File: src/timer_map.vh
// register map, field positions, reset values and timing counts of the gated 16-bit timer
`ifndef TIMER_MAP_VH
`define TIMER_MAP_VH

// ------------------------------------------------------------
// register byte addresses
// ------------------------------------------------------------
`define ADDR_COUNT_LOW 8'h00
`define ADDR_COUNT_HIGH 8'h04
`define ADDR_TIMER_CONTROL 8'h08
`define ADDR_PERIPH_REQUEST 8'h0c
`define ADDR_PERIPH_ENABLE 8'h10
`define ADDR_CORE_IRQ_CONTROL 8'h14
`define ADDR_CAPCOMP_LOW 8'h18
`define ADDR_CAPCOMP_HIGH 8'h1c
`define ADDR_CAPCOMP_MODE 8'h20

// ------------------------------------------------------------
// timer_control_reg fields
// ------------------------------------------------------------
`define CTL_TIMER_ON 0
`define CTL_CLOCK_SOURCE 1
`define CTL_SYNC_DISABLE 2
`define CTL_LP_OSC_ENABLE 3
`define CTL_PRESCALE_LO 4
`define CTL_PRESCALE_HI 6
`define CTL_GATE_ENABLE 7
`define CTL_GATE_INVERT 8
`define CTL_ALT_CLOCK 9
`define CTL_GATE_FROM_COMP 10
`define CTL_COMP_SYNC 11
`define CTL_WIDTH 12

// ------------------------------------------------------------
// status / mask / core control / capture-compare mode fields
// ------------------------------------------------------------
`define ST_OVERFLOW 0
`define ST_COMPARE 1
`define ST_CAPTURE 2
`define ST_WIDTH 3
`define CORE_GLOBAL_EN 0
`define CORE_PERIPH_EN 1
`define CCM_OFF 2'b00
`define CCM_CAPTURE 2'b01
`define CCM_COMPARE 2'b10
`define CCM_COMPARE_TRIG 2'b11
`define CCM_FALLING 2

// ------------------------------------------------------------
// reset values and timing
// ------------------------------------------------------------
`define RST_COUNT 16'h0000
`define RST_CONTROL 12'h000
`define COUNT_MAX 16'hffff
`define INSTR_DIV 4
`define INSTR_DIV_LAST 2'h3

`endif

File: src/gated_sixteen_bit_timer.v
// gated 16-bit timer/counter with prescaler, capture/compare base and apb registers
`timescale 1ns/1ps
`default_nettype none
`include "timer_map.vh"

module gated_sixteen_bit_timer
(
   input wire clock_i,
   input wire rst_n_i,
   input wire psel_i,
   input wire penable_i,
   input wire pwrite_i,
   input wire [7:0] paddr_i,
   input wire [31:0] pwdata_i,
   input wire [3:0] pstrb_i,
   output reg [31:0] prdata_o,
   output reg pready_o,
   output reg pslverr_o,
   input wire ext_clock_pin_i,
   input wire gate_pin_i,
   input wire second_comparator_output_i,
   input wire capture_pin_i,
   input wire sleep_i,
   output reg irq_o,
   output reg wake_o,
   output reg special_trigger_o,
   output reg timer_tick_o,
   output reg comparator_synced_o,
   output reg [15:0] count_o
);

   // ------------------------------------------------------------
   // state
   // ------------------------------------------------------------
   reg [15:0] count;
   reg [`CTL_WIDTH-1:0] timer_control_reg;
   reg [`ST_WIDTH-1:0] peripheral_request_reg;
   reg [`ST_WIDTH-1:0] peripheral_enable_reg;
   reg [1:0] core_irq_control_reg;
   reg [15:0] capcomp;
   reg [2:0] capcomp_mode;
   reg [6:0] prescale_count;
   reg [1:0] instr_div;
   reg ext_clock_q;
   reg capture_q;
   reg match_q;
   reg comp_held;

   wire ext_clock_s;
   wire gate_pin_s;
   wire comp_s;
   wire capture_s;

   // ------------------------------------------------------------
   // pin synchronisers
   // ------------------------------------------------------------
   sync_two_stage sync_ext
   (
      .clock_i(clock_i),
      .rst_n_i(rst_n_i),
      .async_i(ext_clock_pin_i),
      .sync_o(ext_clock_s)
   );

   sync_two_stage sync_gate
   (
      .clock_i(clock_i),
      .rst_n_i(rst_n_i),
      .async_i(gate_pin_i),
      .sync_o(gate_pin_s)
   );

   sync_two_stage sync_comp
   (
      .clock_i(clock_i),
      .rst_n_i(rst_n_i),
      .async_i(second_comparator_output_i),
      .sync_o(comp_s)
   );

   sync_two_stage sync_capture
   (
      .clock_i(clock_i),
      .rst_n_i(rst_n_i),
      .async_i(capture_pin_i),
      .sync_o(capture_s)
   );

   // ------------------------------------------------------------
   // control field decode
   // ------------------------------------------------------------
   wire timer_on = timer_control_reg[`CTL_TIMER_ON];
   wire clock_source_select = timer_control_reg[`CTL_CLOCK_SOURCE];
   wire sync_disable = timer_control_reg[`CTL_SYNC_DISABLE];
   wire alt_clock_select = timer_control_reg[`CTL_ALT_CLOCK];
   wire gate_enable = timer_control_reg[`CTL_GATE_ENABLE];
   wire gate_invert = timer_control_reg[`CTL_GATE_INVERT];
   wire gate_from_comp = timer_control_reg[`CTL_GATE_FROM_COMP];
   wire comp_sync_enable = timer_control_reg[`CTL_COMP_SYNC];
   wire [2:0] prescale_sel = timer_control_reg[`CTL_PRESCALE_HI:`CTL_PRESCALE_LO];
   wire overflow_irq_enable = peripheral_enable_reg[`ST_OVERFLOW];
   wire global_irq_enable = core_irq_control_reg[`CORE_GLOBAL_EN];
   wire peripheral_irq_enable = core_irq_control_reg[`CORE_PERIPH_EN];
   wire [1:0] cc_mode = capcomp_mode[1:0];

   // ------------------------------------------------------------
   // apb access decode
   // ------------------------------------------------------------
   wire access = psel_i & penable_i & pready_o;
   wire wr = access & pwrite_i;
   wire wr_lane0 = wr & pstrb_i[0];
   wire wr_count_lo = wr_lane0 && (paddr_i == `ADDR_COUNT_LOW);
   wire wr_count_hi = wr_lane0 && (paddr_i == `ADDR_COUNT_HIGH);
   wire wr_count = wr_count_lo | wr_count_hi;
   wire wr_status = wr_lane0 && (paddr_i == `ADDR_PERIPH_REQUEST);

   // ------------------------------------------------------------
   // count clock selection and prescaler
   // ------------------------------------------------------------
   // in a sleeping core only the asynchronous external counter keeps going
   wire async_ext = clock_source_select & sync_disable;
   wire run_ok = timer_on & (~sleep_i | async_ext);
   wire ext_rise = ext_clock_s & ~ext_clock_q;
   wire div_tick = (instr_div == `INSTR_DIV_LAST);
   reg src_tick;

   always @*
   begin
      if (clock_source_select)
         src_tick = ext_rise;
      else if (alt_clock_select)
         src_tick = 1'b1;
      else
         src_tick = div_tick;
   end

   // gate is active low at the pin side: with no inversion, count while it is low
   wire gate_raw = gate_from_comp ? comp_held : gate_pin_s;
   wire gate_open = ~gate_enable | (gate_raw == gate_invert);

   wire [6:0] prescale_mask = 7'h7f >> (3'd7 - prescale_sel);
   wire src_step = src_tick & run_ok & gate_open;
   wire prescale_done = ((prescale_count & prescale_mask) == prescale_mask);
   wire inc = src_step & prescale_done;
   wire overflow = inc && (count == `COUNT_MAX);

   // ------------------------------------------------------------
   // capture / compare
   // ------------------------------------------------------------
   wire is_compare = (cc_mode == `CCM_COMPARE) || (cc_mode == `CCM_COMPARE_TRIG);
   wire match = is_compare && (count == capcomp);
   wire match_rise = match & ~match_q;
   wire special_clear = (cc_mode == `CCM_COMPARE_TRIG) & match_rise;
   wire capture_edge = capcomp_mode[`CCM_FALLING] ? (capture_q & ~capture_s) :
                       (~capture_q & capture_s);
   wire capture_hit = (cc_mode == `CCM_CAPTURE) & capture_edge;

   // ------------------------------------------------------------
   // next count
   // ------------------------------------------------------------
   reg [15:0] next_count;

   always @*
   begin
      next_count = count;
      if (wr_count)
      begin
         // a byte write beats a coincident special trigger
         if (wr_count_hi)
            next_count[15:8] = pwdata_i[7:0];
         if (wr_count_lo)
            next_count[7:0] = pwdata_i[7:0];
      end
      else if (special_clear)
         next_count = 16'h0000;
      else if (inc)
         next_count = count + 16'h0001;
   end

   // ------------------------------------------------------------
   // next status: hardware set wins over write-one-to-clear
   // ------------------------------------------------------------
   reg [`ST_WIDTH-1:0] next_status;
   reg [`ST_WIDTH-1:0] set_bits;

   always @*
   begin
      set_bits = {`ST_WIDTH{1'b0}};
      set_bits[`ST_OVERFLOW] = overflow;
      set_bits[`ST_COMPARE] = match_rise;
      set_bits[`ST_CAPTURE] = capture_hit;
      next_status = peripheral_request_reg;
      if (wr_status)
         next_status = next_status & ~pwdata_i[`ST_WIDTH-1:0];
      next_status = next_status | set_bits;
   end

   // ------------------------------------------------------------
   // read mux
   // ------------------------------------------------------------
   reg [31:0] read_value;
   reg read_ok;

   always @*
   begin
      read_value = 32'h0000_0000;
      read_ok = 1'b1;
      if (paddr_i == `ADDR_COUNT_LOW)
         read_value[7:0] = count[7:0];
      else if (paddr_i == `ADDR_COUNT_HIGH)
         read_value[7:0] = count[15:8];
      else if (paddr_i == `ADDR_TIMER_CONTROL)
         read_value[`CTL_WIDTH-1:0] = timer_control_reg;
      else if (paddr_i == `ADDR_PERIPH_REQUEST)
         read_value[`ST_WIDTH-1:0] = peripheral_request_reg;
      else if (paddr_i == `ADDR_PERIPH_ENABLE)
         read_value[`ST_WIDTH-1:0] = peripheral_enable_reg;
      else if (paddr_i == `ADDR_CORE_IRQ_CONTROL)
         read_value[1:0] = core_irq_control_reg;
      else if (paddr_i == `ADDR_CAPCOMP_LOW)
         read_value[7:0] = capcomp[7:0];
      else if (paddr_i == `ADDR_CAPCOMP_HIGH)
         read_value[7:0] = capcomp[15:8];
      else if (paddr_i == `ADDR_CAPCOMP_MODE)
         read_value[2:0] = capcomp_mode;
      else
         read_ok = 1'b0;
   end

   // ------------------------------------------------------------
   // apb slave: one wait-free access phase, answer prepared in setup
   // ------------------------------------------------------------
   always @(posedge clock_i or negedge rst_n_i)
   begin
      if (!rst_n_i)
      begin
         pready_o <= 1'b0;
         pslverr_o <= 1'b0;
         prdata_o <= 32'h0000_0000;
      end
      else
      begin
         pready_o <= psel_i & ~penable_i;
         if (psel_i & ~penable_i)
         begin
            pslverr_o <= ~read_ok;
            prdata_o <= pwrite_i ? 32'h0000_0000 : read_value;
         end
         else
         begin
            pslverr_o <= 1'b0;
         end
      end
   end

   // ------------------------------------------------------------
   // software registers
   // ------------------------------------------------------------
   always @(posedge clock_i or negedge rst_n_i)
   begin
      if (!rst_n_i)
      begin
         timer_control_reg <= `RST_CONTROL;
         peripheral_enable_reg <= {`ST_WIDTH{1'b0}};
         core_irq_control_reg <= 2'b00;
         capcomp_mode <= 3'b000;
      end
      else if (wr_lane0)
      begin
         if (paddr_i == `ADDR_TIMER_CONTROL)
            timer_control_reg <= pwdata_i[`CTL_WIDTH-1:0];
         else if (paddr_i == `ADDR_PERIPH_ENABLE)
            peripheral_enable_reg <= pwdata_i[`ST_WIDTH-1:0];
         else if (paddr_i == `ADDR_CORE_IRQ_CONTROL)
            core_irq_control_reg <= pwdata_i[1:0];
         else if (paddr_i == `ADDR_CAPCOMP_MODE)
            capcomp_mode <= pwdata_i[2:0];
      end
   end

   // capture beats a coincident software write to the pair
   always @(posedge clock_i or negedge rst_n_i)
   begin
      if (!rst_n_i)
         capcomp <= 16'h0000;
      else if (capture_hit)
         capcomp <= count;
      else if (wr_lane0 && (paddr_i == `ADDR_CAPCOMP_LOW))
         capcomp[7:0] <= pwdata_i[7:0];
      else if (wr_lane0 && (paddr_i == `ADDR_CAPCOMP_HIGH))
         capcomp[15:8] <= pwdata_i[7:0];
   end

   // ------------------------------------------------------------
   // counting core
   // ------------------------------------------------------------
   always @(posedge clock_i or negedge rst_n_i)
   begin
      if (!rst_n_i)
      begin
         count <= `RST_COUNT;
         prescale_count <= 7'h00;
         instr_div <= 2'h0;
         ext_clock_q <= 1'b0;
         capture_q <= 1'b0;
         match_q <= 1'b0;
         comp_held <= 1'b0;
         peripheral_request_reg <= {`ST_WIDTH{1'b0}};
      end
      else
      begin
         count <= next_count;
         peripheral_request_reg <= next_status;
         instr_div <= instr_div + 2'h1;
         ext_clock_q <= ext_clock_s;
         capture_q <= capture_s;
         match_q <= match;
         // a count write restarts the prescaler so the next increment is a full period
         if (wr_count)
            prescale_count <= 7'h00;
         else if (src_step)
            prescale_count <= prescale_done ? 7'h00 : prescale_count + 7'h01;
         // sampling on increments keeps the gate steady between two counts
         if (!comp_sync_enable)
            comp_held <= comp_s;
         else if (inc)
            comp_held <= comp_s;
      end
   end

   // ------------------------------------------------------------
   // registered outputs
   // ------------------------------------------------------------
   always @(posedge clock_i or negedge rst_n_i)
   begin
      if (!rst_n_i)
      begin
         irq_o <= 1'b0;
         wake_o <= 1'b0;
         special_trigger_o <= 1'b0;
         timer_tick_o <= 1'b0;
         comparator_synced_o <= 1'b0;
         count_o <= `RST_COUNT;
      end
      else
      begin
         irq_o <= global_irq_enable & peripheral_irq_enable &
                  (|(next_status & peripheral_enable_reg));
         wake_o <= sleep_i & timer_on & overflow_irq_enable & peripheral_irq_enable &
                   next_status[`ST_OVERFLOW];
         special_trigger_o <= special_clear;
         timer_tick_o <= inc;
         comparator_synced_o <= comp_held;
         count_o <= next_count;
      end
   end

endmodule

`default_nettype wire

File: src/sync_two_stage.v
// two flip-flop synchroniser for one asynchronous level
`timescale 1ns/1ps
`default_nettype none

module sync_two_stage
(
   input wire clock_i,
   input wire rst_n_i,
   input wire async_i,
   output reg sync_o
);

   reg stage_one;

   // stage_one feeds nothing but sync_o
   always @(posedge clock_i or negedge rst_n_i)
   begin
      if (!rst_n_i)
      begin
         stage_one <= 1'b0;
         sync_o <= 1'b0;
      end
      else
      begin
         stage_one <= async_i;
         sync_o <= stage_one;
      end
   end

endmodule

`default_nettype wire

File: config.mk
export PLATFORM = sky130hd
export DESIGN_NAME = gated_sixteen_bit_timer
export DESIGN_NICKNAME = d
export VERILOG_FILES = /design/src/gated_sixteen_bit_timer.v /design/src/sync_two_stage.v
export VERILOG_INCLUDE_DIRS = /design/src
export SDC_FILE = /design/constraint.sdc
export NUM_CORES = 1
export LEC_CHECK = 0
export BUFFER_PORTS_ARGS = -buffer_cell sky130_fd_sc_hd__buf_2
export CAP_MARGIN = 20
export CORE_MARGIN = 8
export CORE_UTILIZATION = 55
export CTS_CLUSTER_DIAMETER = 40
export DETAILED_ROUTE_END_ITERATION = 6
export PLACE_DENSITY = 0.8
export SKIP_CTS_REPAIR_TIMING = 1
export SYNTH_ARGS = -nofsm -noshare
export SYNTH_HDL_FRONTEND = slang
export SYNTH_SLANG_ARGS = --single-unit
File: constraint.sdc
create_clock -name clock_i -period 2.6 [get_ports clock_i]
set_input_delay 0.52 -clock clock_i [delete_from_list [all_inputs] [get_ports clock_i]]
set_output_delay 0.52 -clock clock_i [all_outputs]
set_load 0.005 [all_outputs]
---- After elaboration in Yosys (flattened, before gate mapping) ----
Cells that the tools add are included.
word-level totals
  register bits after elaboration ......... 115
  input bits .............................. 54
  output and inout bits ................... 55
  logic and storage cells ................. 164
cells by class
  add/subtract/negate cells ............... 4
  equality and inequality tests ........... 20
  shift-type cells ........................ 1
  mux-type cells .......................... 46
  bitwise gates (word level) .............. 41
  reduce and logical (&&, ||, !) cells .... 21
operator list
  kind                                                                   count
  8-bit 2-to-1 mux                                                       9
  16-bit 2-to-1 mux                                                      4
  8-bit by 5-bit equality test with 1-bit output, second input constant  4
  1-bit AND                                                              22
  7-bit 2-to-1 mux                                                       3
  16-bit by 1-bit adder with 16-bit output, second input constant        1
  16-bit equality test                                                   1
  16-bit equality test, second input constant                            1
  8-bit by 4-bit equality test with 1-bit output, second input constant  2
  1-bit 2-to-1 mux                                                       16
  3-bit 2-to-1 mux                                                       5
  5-bit 2-to-1 mux                                                       3
  12-bit 2-to-1 mux                                                      1
  4-bit 2-to-1 mux                                                       3
  1-bit NOT                                                              11
  8-bit by 3-bit equality test with 1-bit output, second input constant  1
  8-bit by 6-bit equality test with 1-bit output, second input constant  1
  8-bit zero test                                                        1
  2-bit AND reduction                                                    4
  7-bit by 1-bit adder with 7-bit output, second input constant          1
  7-bit AND                                                              1
  7-bit equality test                                                    1
  1-bit logical AND                                                      7
  7-bit by 3-bit >> shifter with 7-bit output, first input constant      1
  other kinds (20)                                                       29

---- Logic depth before layout (Yosys ltp) ----
  word-level depth ........................ 12
  gate-level depth with buffers ........... 8
  mapped depth without buffers ............ 8

---- Cells and area by module ----
Synthesis repeated with hierarchy kept, for this count alone.
unflattened totals
  cells, all modules ...................... 562
  area total of the unflattened synthesis .. 5,312.6 um^2
by module, submodules not included
  module                   instances  cells an instance  area an instance (um^2)  seq. area each (um^2)
  gated_sixteen_bit_timer  1          554                5,112.4                  2,177.1
  sync_two_stage           4          2                  50.0                     50.0

---- Worst setup path after synthesis ----
OpenSTA, ideal clock, no wires.
  path type ............................... input -> register
  start ................................... input paddr_i[4]
  end ..................................... register timer_control_reg[11]
  setup time .............................. 0.125 ns
  data arrival time ....................... 2.284 ns
  required time ........................... 2.475 ns
  setup slack ............................. 0.191 ns
  cell stages on the path ................. 7
  path buffers ............................ 2
  path through ............................ or4_1 > buf_2 > nor3_2 > nand2_1 > nor2_1 > buf_4 > mux2_2
on the way
  longest elaborated chain between the ends .. 2
ends and longest elaborated chain
  what                                                             RTL line                       source
  start, declared                                                  gated_sixteen_bit_timer.v:13   input wire [7:0] paddr_i,
  8-bit by 4-bit equality test with 1-bit output (no source line)  -
  2-bit AND reduction (no source line)                             -
  end signal, assigned                                             gated_sixteen_bit_timer.v:263  timer_control_reg <= `RST_CONTROL;
  end signal, assigned                                             gated_sixteen_bit_timer.v:271  timer_control_reg <= pwdata_i[`CTL_WIDTH-1:0];
  end, declared                                                    gated_sixteen_bit_timer.v:36   reg [`CTL_WIDTH-1:0] timer_control_reg;
Every way passes these cells.
A chain may end at the register's enable or synchronous reset.

---- Final worst setup path ----
  start ................................... register timer_control_reg[10]
  end ..................................... register count_o[6]
on the way
  longest elaborated chain between the ends .. 7
ends and longest elaborated chain
  what                                  RTL line                       source
  1-bit 2-to-1 mux                      gated_sixteen_bit_timer.v:138  wire gate_raw = gate_from_comp ? comp_held : gate_pin_s;
  1-bit equality test                   gated_sixteen_bit_timer.v:139  wire gate_open = ~gate_enable | (gate_raw == gate_invert);
  1-bit bitwise OR                      gated_sixteen_bit_timer.v:139
  1-bit AND                             gated_sixteen_bit_timer.v:142  wire src_step = src_tick & run_ok & gate_open;
  1-bit AND                             gated_sixteen_bit_timer.v:144  wire inc = src_step & prescale_done;
  3-bit nonzero test (no source line)   -
  2-bit AND reduction (no source line)  -
  end signal, assigned                  gated_sixteen_bit_timer.v:343  count_o <= `RST_COUNT;
  end signal, assigned                  gated_sixteen_bit_timer.v:354  count_o <= next_count;
  end, declared                         gated_sixteen_bit_timer.v:29   output reg [15:0] count_o
Every way passes these cells.

==> run_results.csv <==
group,metric,value,unit
clock_tree,insertion_delay,360,ps
floorplan,dieArea,0.0130,mm2
routing,vias_per_cell,6.16,
final_layout,nNetsFinal,693,
flow_run,drv_cap,0,
critical_path,startpoint_type,"flop",
grt,grt_pass1_wl,25.5,mm
hold_path,hold_path.class,"input pin to asynchronous set/reset pin",
clock_tree,cts.sinks,95,
timing,worst_pin_slew,722,ps
final_layout,multi_input_area,0.00265,mm2
floorplan,pin_count,109,
floorplan,initial_utilization,56.7,%
placed_design,placed_area,0.00591,mm2
grt,globalRouteTotalUtil,24.8,%
clock_tree,cts_max_path_buffers,2,
clock_tree,numCtsBuffers,9,
routing,first_pass_iters,5,
final_layout,antenna_cells,0,
power,leakage,2.75,nW
critical_path,critPathMaxFanout,6,
placed_design,port-buffer-count,65,
final_layout,final_area,0.00610,mm2
timing,finalClockSkew,13.1,ps
yosys,synth_seq_cells,95,
power,ir_drop,0.304,mV
grt,grt_pass1_vias,4778,
placed_design,dp_hpwl,11.9,mm
power,switching_share,29.5,%
routing,totalWireLength,15.8,mm
yosys,synth.largest_area_cell,"dfrtp_1",
routing,drc_errors,0,
clock_tree,ctsRootBufferMaster,"clkbuf_8",
final_layout,top_regs,"capcomp (16), count_o (16)",
power,intPower,2.03,mW
floorplan,die_w,114,um
grt,grt_max_degree,57,
yosys,synthCells,545,
timing,grt_setup_unrepaired,"false",
yosys,synthMostInstantiatedCell,"dfrtp_1",
timing,finalSetupViolCount,0,
timing,hold_viol,0,
critical_path,setup.worst_path.class,"flop to flop",
timing,drv_slew,0,
power,power.density,473,mW/mm2
critical_path,cp-end-kind,"flop",
clock_tree,cts_tree,"built",
final_layout,seq_area,0.00238,mm2
final_layout,n_fill_cell,812,
yosys,ys_seq_area_share,45.1,%
power,clkPwrFrac,33.1,%
power,sequentialPowerShare,54.4,%
routing,ant_nets,0,
grt,grt_overflow,0,
yosys,synth_ff_type,"dfrtp_1",
timing,period_needed,2420,ps
clock_tree,cts_max_level,3,
power,power_switching,0.851,mW
placed_design,place_congestion,0.956,
yosys,synthArstFlopShare,100,%
grt,antenna_found_initial,0,
critical_path,rr_worst_depth,6,
routing,routedWlPerCell,20.6,um
timing,max_slew_margin,51.7,%
floorplan,rows,35,
yosys,yosys.cell_types.count,66,
timing,tns,0,ps
power,pwr-share-comb,12.5,%
floorplan,dieHeight,114,um
critical_path,crit_arrival,2700,ps
timing,finalCritPeriodShare,93.2,%
routing,vias,4744,
yosys,yosys_warnings,0,
clock_tree,clk_pin_slew,110,ps
yosys,synth.top_cell.area_share,45.1,%
critical_path,r2r_end,"count_o[6]",
routing,drt-initial-drc-count,422,
floorplan,core,0.00928,mm2
final_layout,final_layout_size_suffix_gt1_share,25.6,%
critical_path,required,2880,ps
yosys,synth_area,0.00527,mm2
critical_path,r2r_slack,180,ps
yosys,synth_commonest_cells,"dfrtp_1 (95), nand2_1 (65), o21ai_0 (33)",
critical_path,r2r_start,"timer_control_reg[10]",
yosys,synth.avg_cell_area,9.67,um2
yosys,synth-edff-count,0,
yosys,synthTopCellsByArea,"dfrtp_1 (45%), mux2_2 (4.9%), nand2_1 (4.6%), mux2i_1 (4.4%), o21ai_0 (3.1%)",
timing,fmax,413,MHz
final_layout,area_growth,15.8,%
outcome,outcome,"complete, no violations",
-- cells by family (layout without fill, tap and decap cells) --
kind of cell | Yosys count | count (layout) | share of synthesized area, %
AND/OR/NAND/NOR | 189 | 189 | 18.4
multiplexers | 46 | 46 | 9.29
other | 1 | 20 | 0.0712
flip-flops | 95 | 95 | 45.1
AO/OA/AOI/OAI | 131 | 131 | 17.5
XOR/XNOR | 17 | 17 | 2.83
adder cells (fa/ha/maj) | 3 | 3 | 0.713
buffers and inverters | 63 | 140 | 6.08
-- through the flow --
step | instances | hold slack [ps] | power, mW | util (%) | setup WS (ps)
after global placement | 754 | 333 | 1.94 | 63.6 | 75.7
after CTS | 770 | 140 | 2.89 | 65.7 | 169
after detailed placement | 754 | 336 | 1.95 | 63.6 | 33.8
after floorplan | 564 | 224 | 1.77 | - | 191
final | 770 | 112 | 2.88 | 65.7 | 178
after global routing | 770 | 152 | 2.99 | 65.7 | 132
-- cells in the final DEF, fill, tap and decap left out, drive strengths merged, types with 9 or more instances in the layout --
| master | n |
|---|---|
| nor2 | 31 |
| dfrtp | 95 |
| a32oi | 9 |
| clkbuf | 9 |
| xnor2 | 14 |
| nor3 | 9 |
| a21oi | 19 |
| inv | 19 |
| nand2 | 66 |
| mux2i | 23 |
| buf | 108 |
| nand3 | 21 |
| o21ai | 35 |
| conb | 20 |
| o211ai | 9 |
| mux2 | 23 |
-- worst max-delay path by stage --
stage | to | slack (ps) | depth (start not counted) | from
finish | count_o[6] | 180 | 6 | timer_control_reg[10]
global route | count_o[6] | 130 | 7 | instr_div[0]
CTS | count_o[6] | 170 | 6 | timer_control_reg[10]
detailed placement | count_o[11] | 30 | 8 | paddr_i[4]
global placement | count_o[10] | 80 | 8 | paddr_i[4]
floorplan | timer_control_reg[11] | 190 | 7 | paddr_i[4]
-- critical path, cell delays in order (launching register included) --
cell	delay [ps]
dfrtp_1	420
mux2i_1	230
xnor2_1	150
a2111oi_4	640
nand2_4	160
or4b_1	570
o211ai_1	180
-- layer usage --
metal  global-route usage [%]  part of all wire, %  wire (um)  vias to the layer above
li1                         -                    -          -                     2147
met1                     32.7                   43       6770                     2299
met2                     39.5                   46       7330                      256
met3                     5.12                  8.5       1350                       42
met4                     8.52                  2.5        395                        0
met5                        0                    0          0                        -
-- power by group through the flow --
| stage | Clock, mW | Combinational (mW) | Sequential (mW) |
|---|---|---|---|
| 2_1_floorplan | 0 | 0.178 | 1.59 |
| 3_3_place_gp | 0 | 0.348 | 1.59 |
| 3_5_place_dp | 0 | 0.356 | 1.60 |
| 4_1_cts | 0.961 | 0.358 | 1.57 |
| 5_1_grt | 1.02 | 0.393 | 1.57 |
| 6_report | 0.954 | 0.360 | 1.57 |
-- area by class of cell --
| cell class | instances | share of cell area (%) |
|---|---|---|
| clock buffer | 9 | 2.03 |
| clock inverter | 7 | 1.09 |
| inverter | 16 | 0.985 |
| multi-input combinational | 406 | 43.4 |
| sequential | 95 | 39.0 |
| tap | 129 | 2.65 |
| timing repair buffer | 108 | 10.9 |
Power figures use the tool's default switching activity.
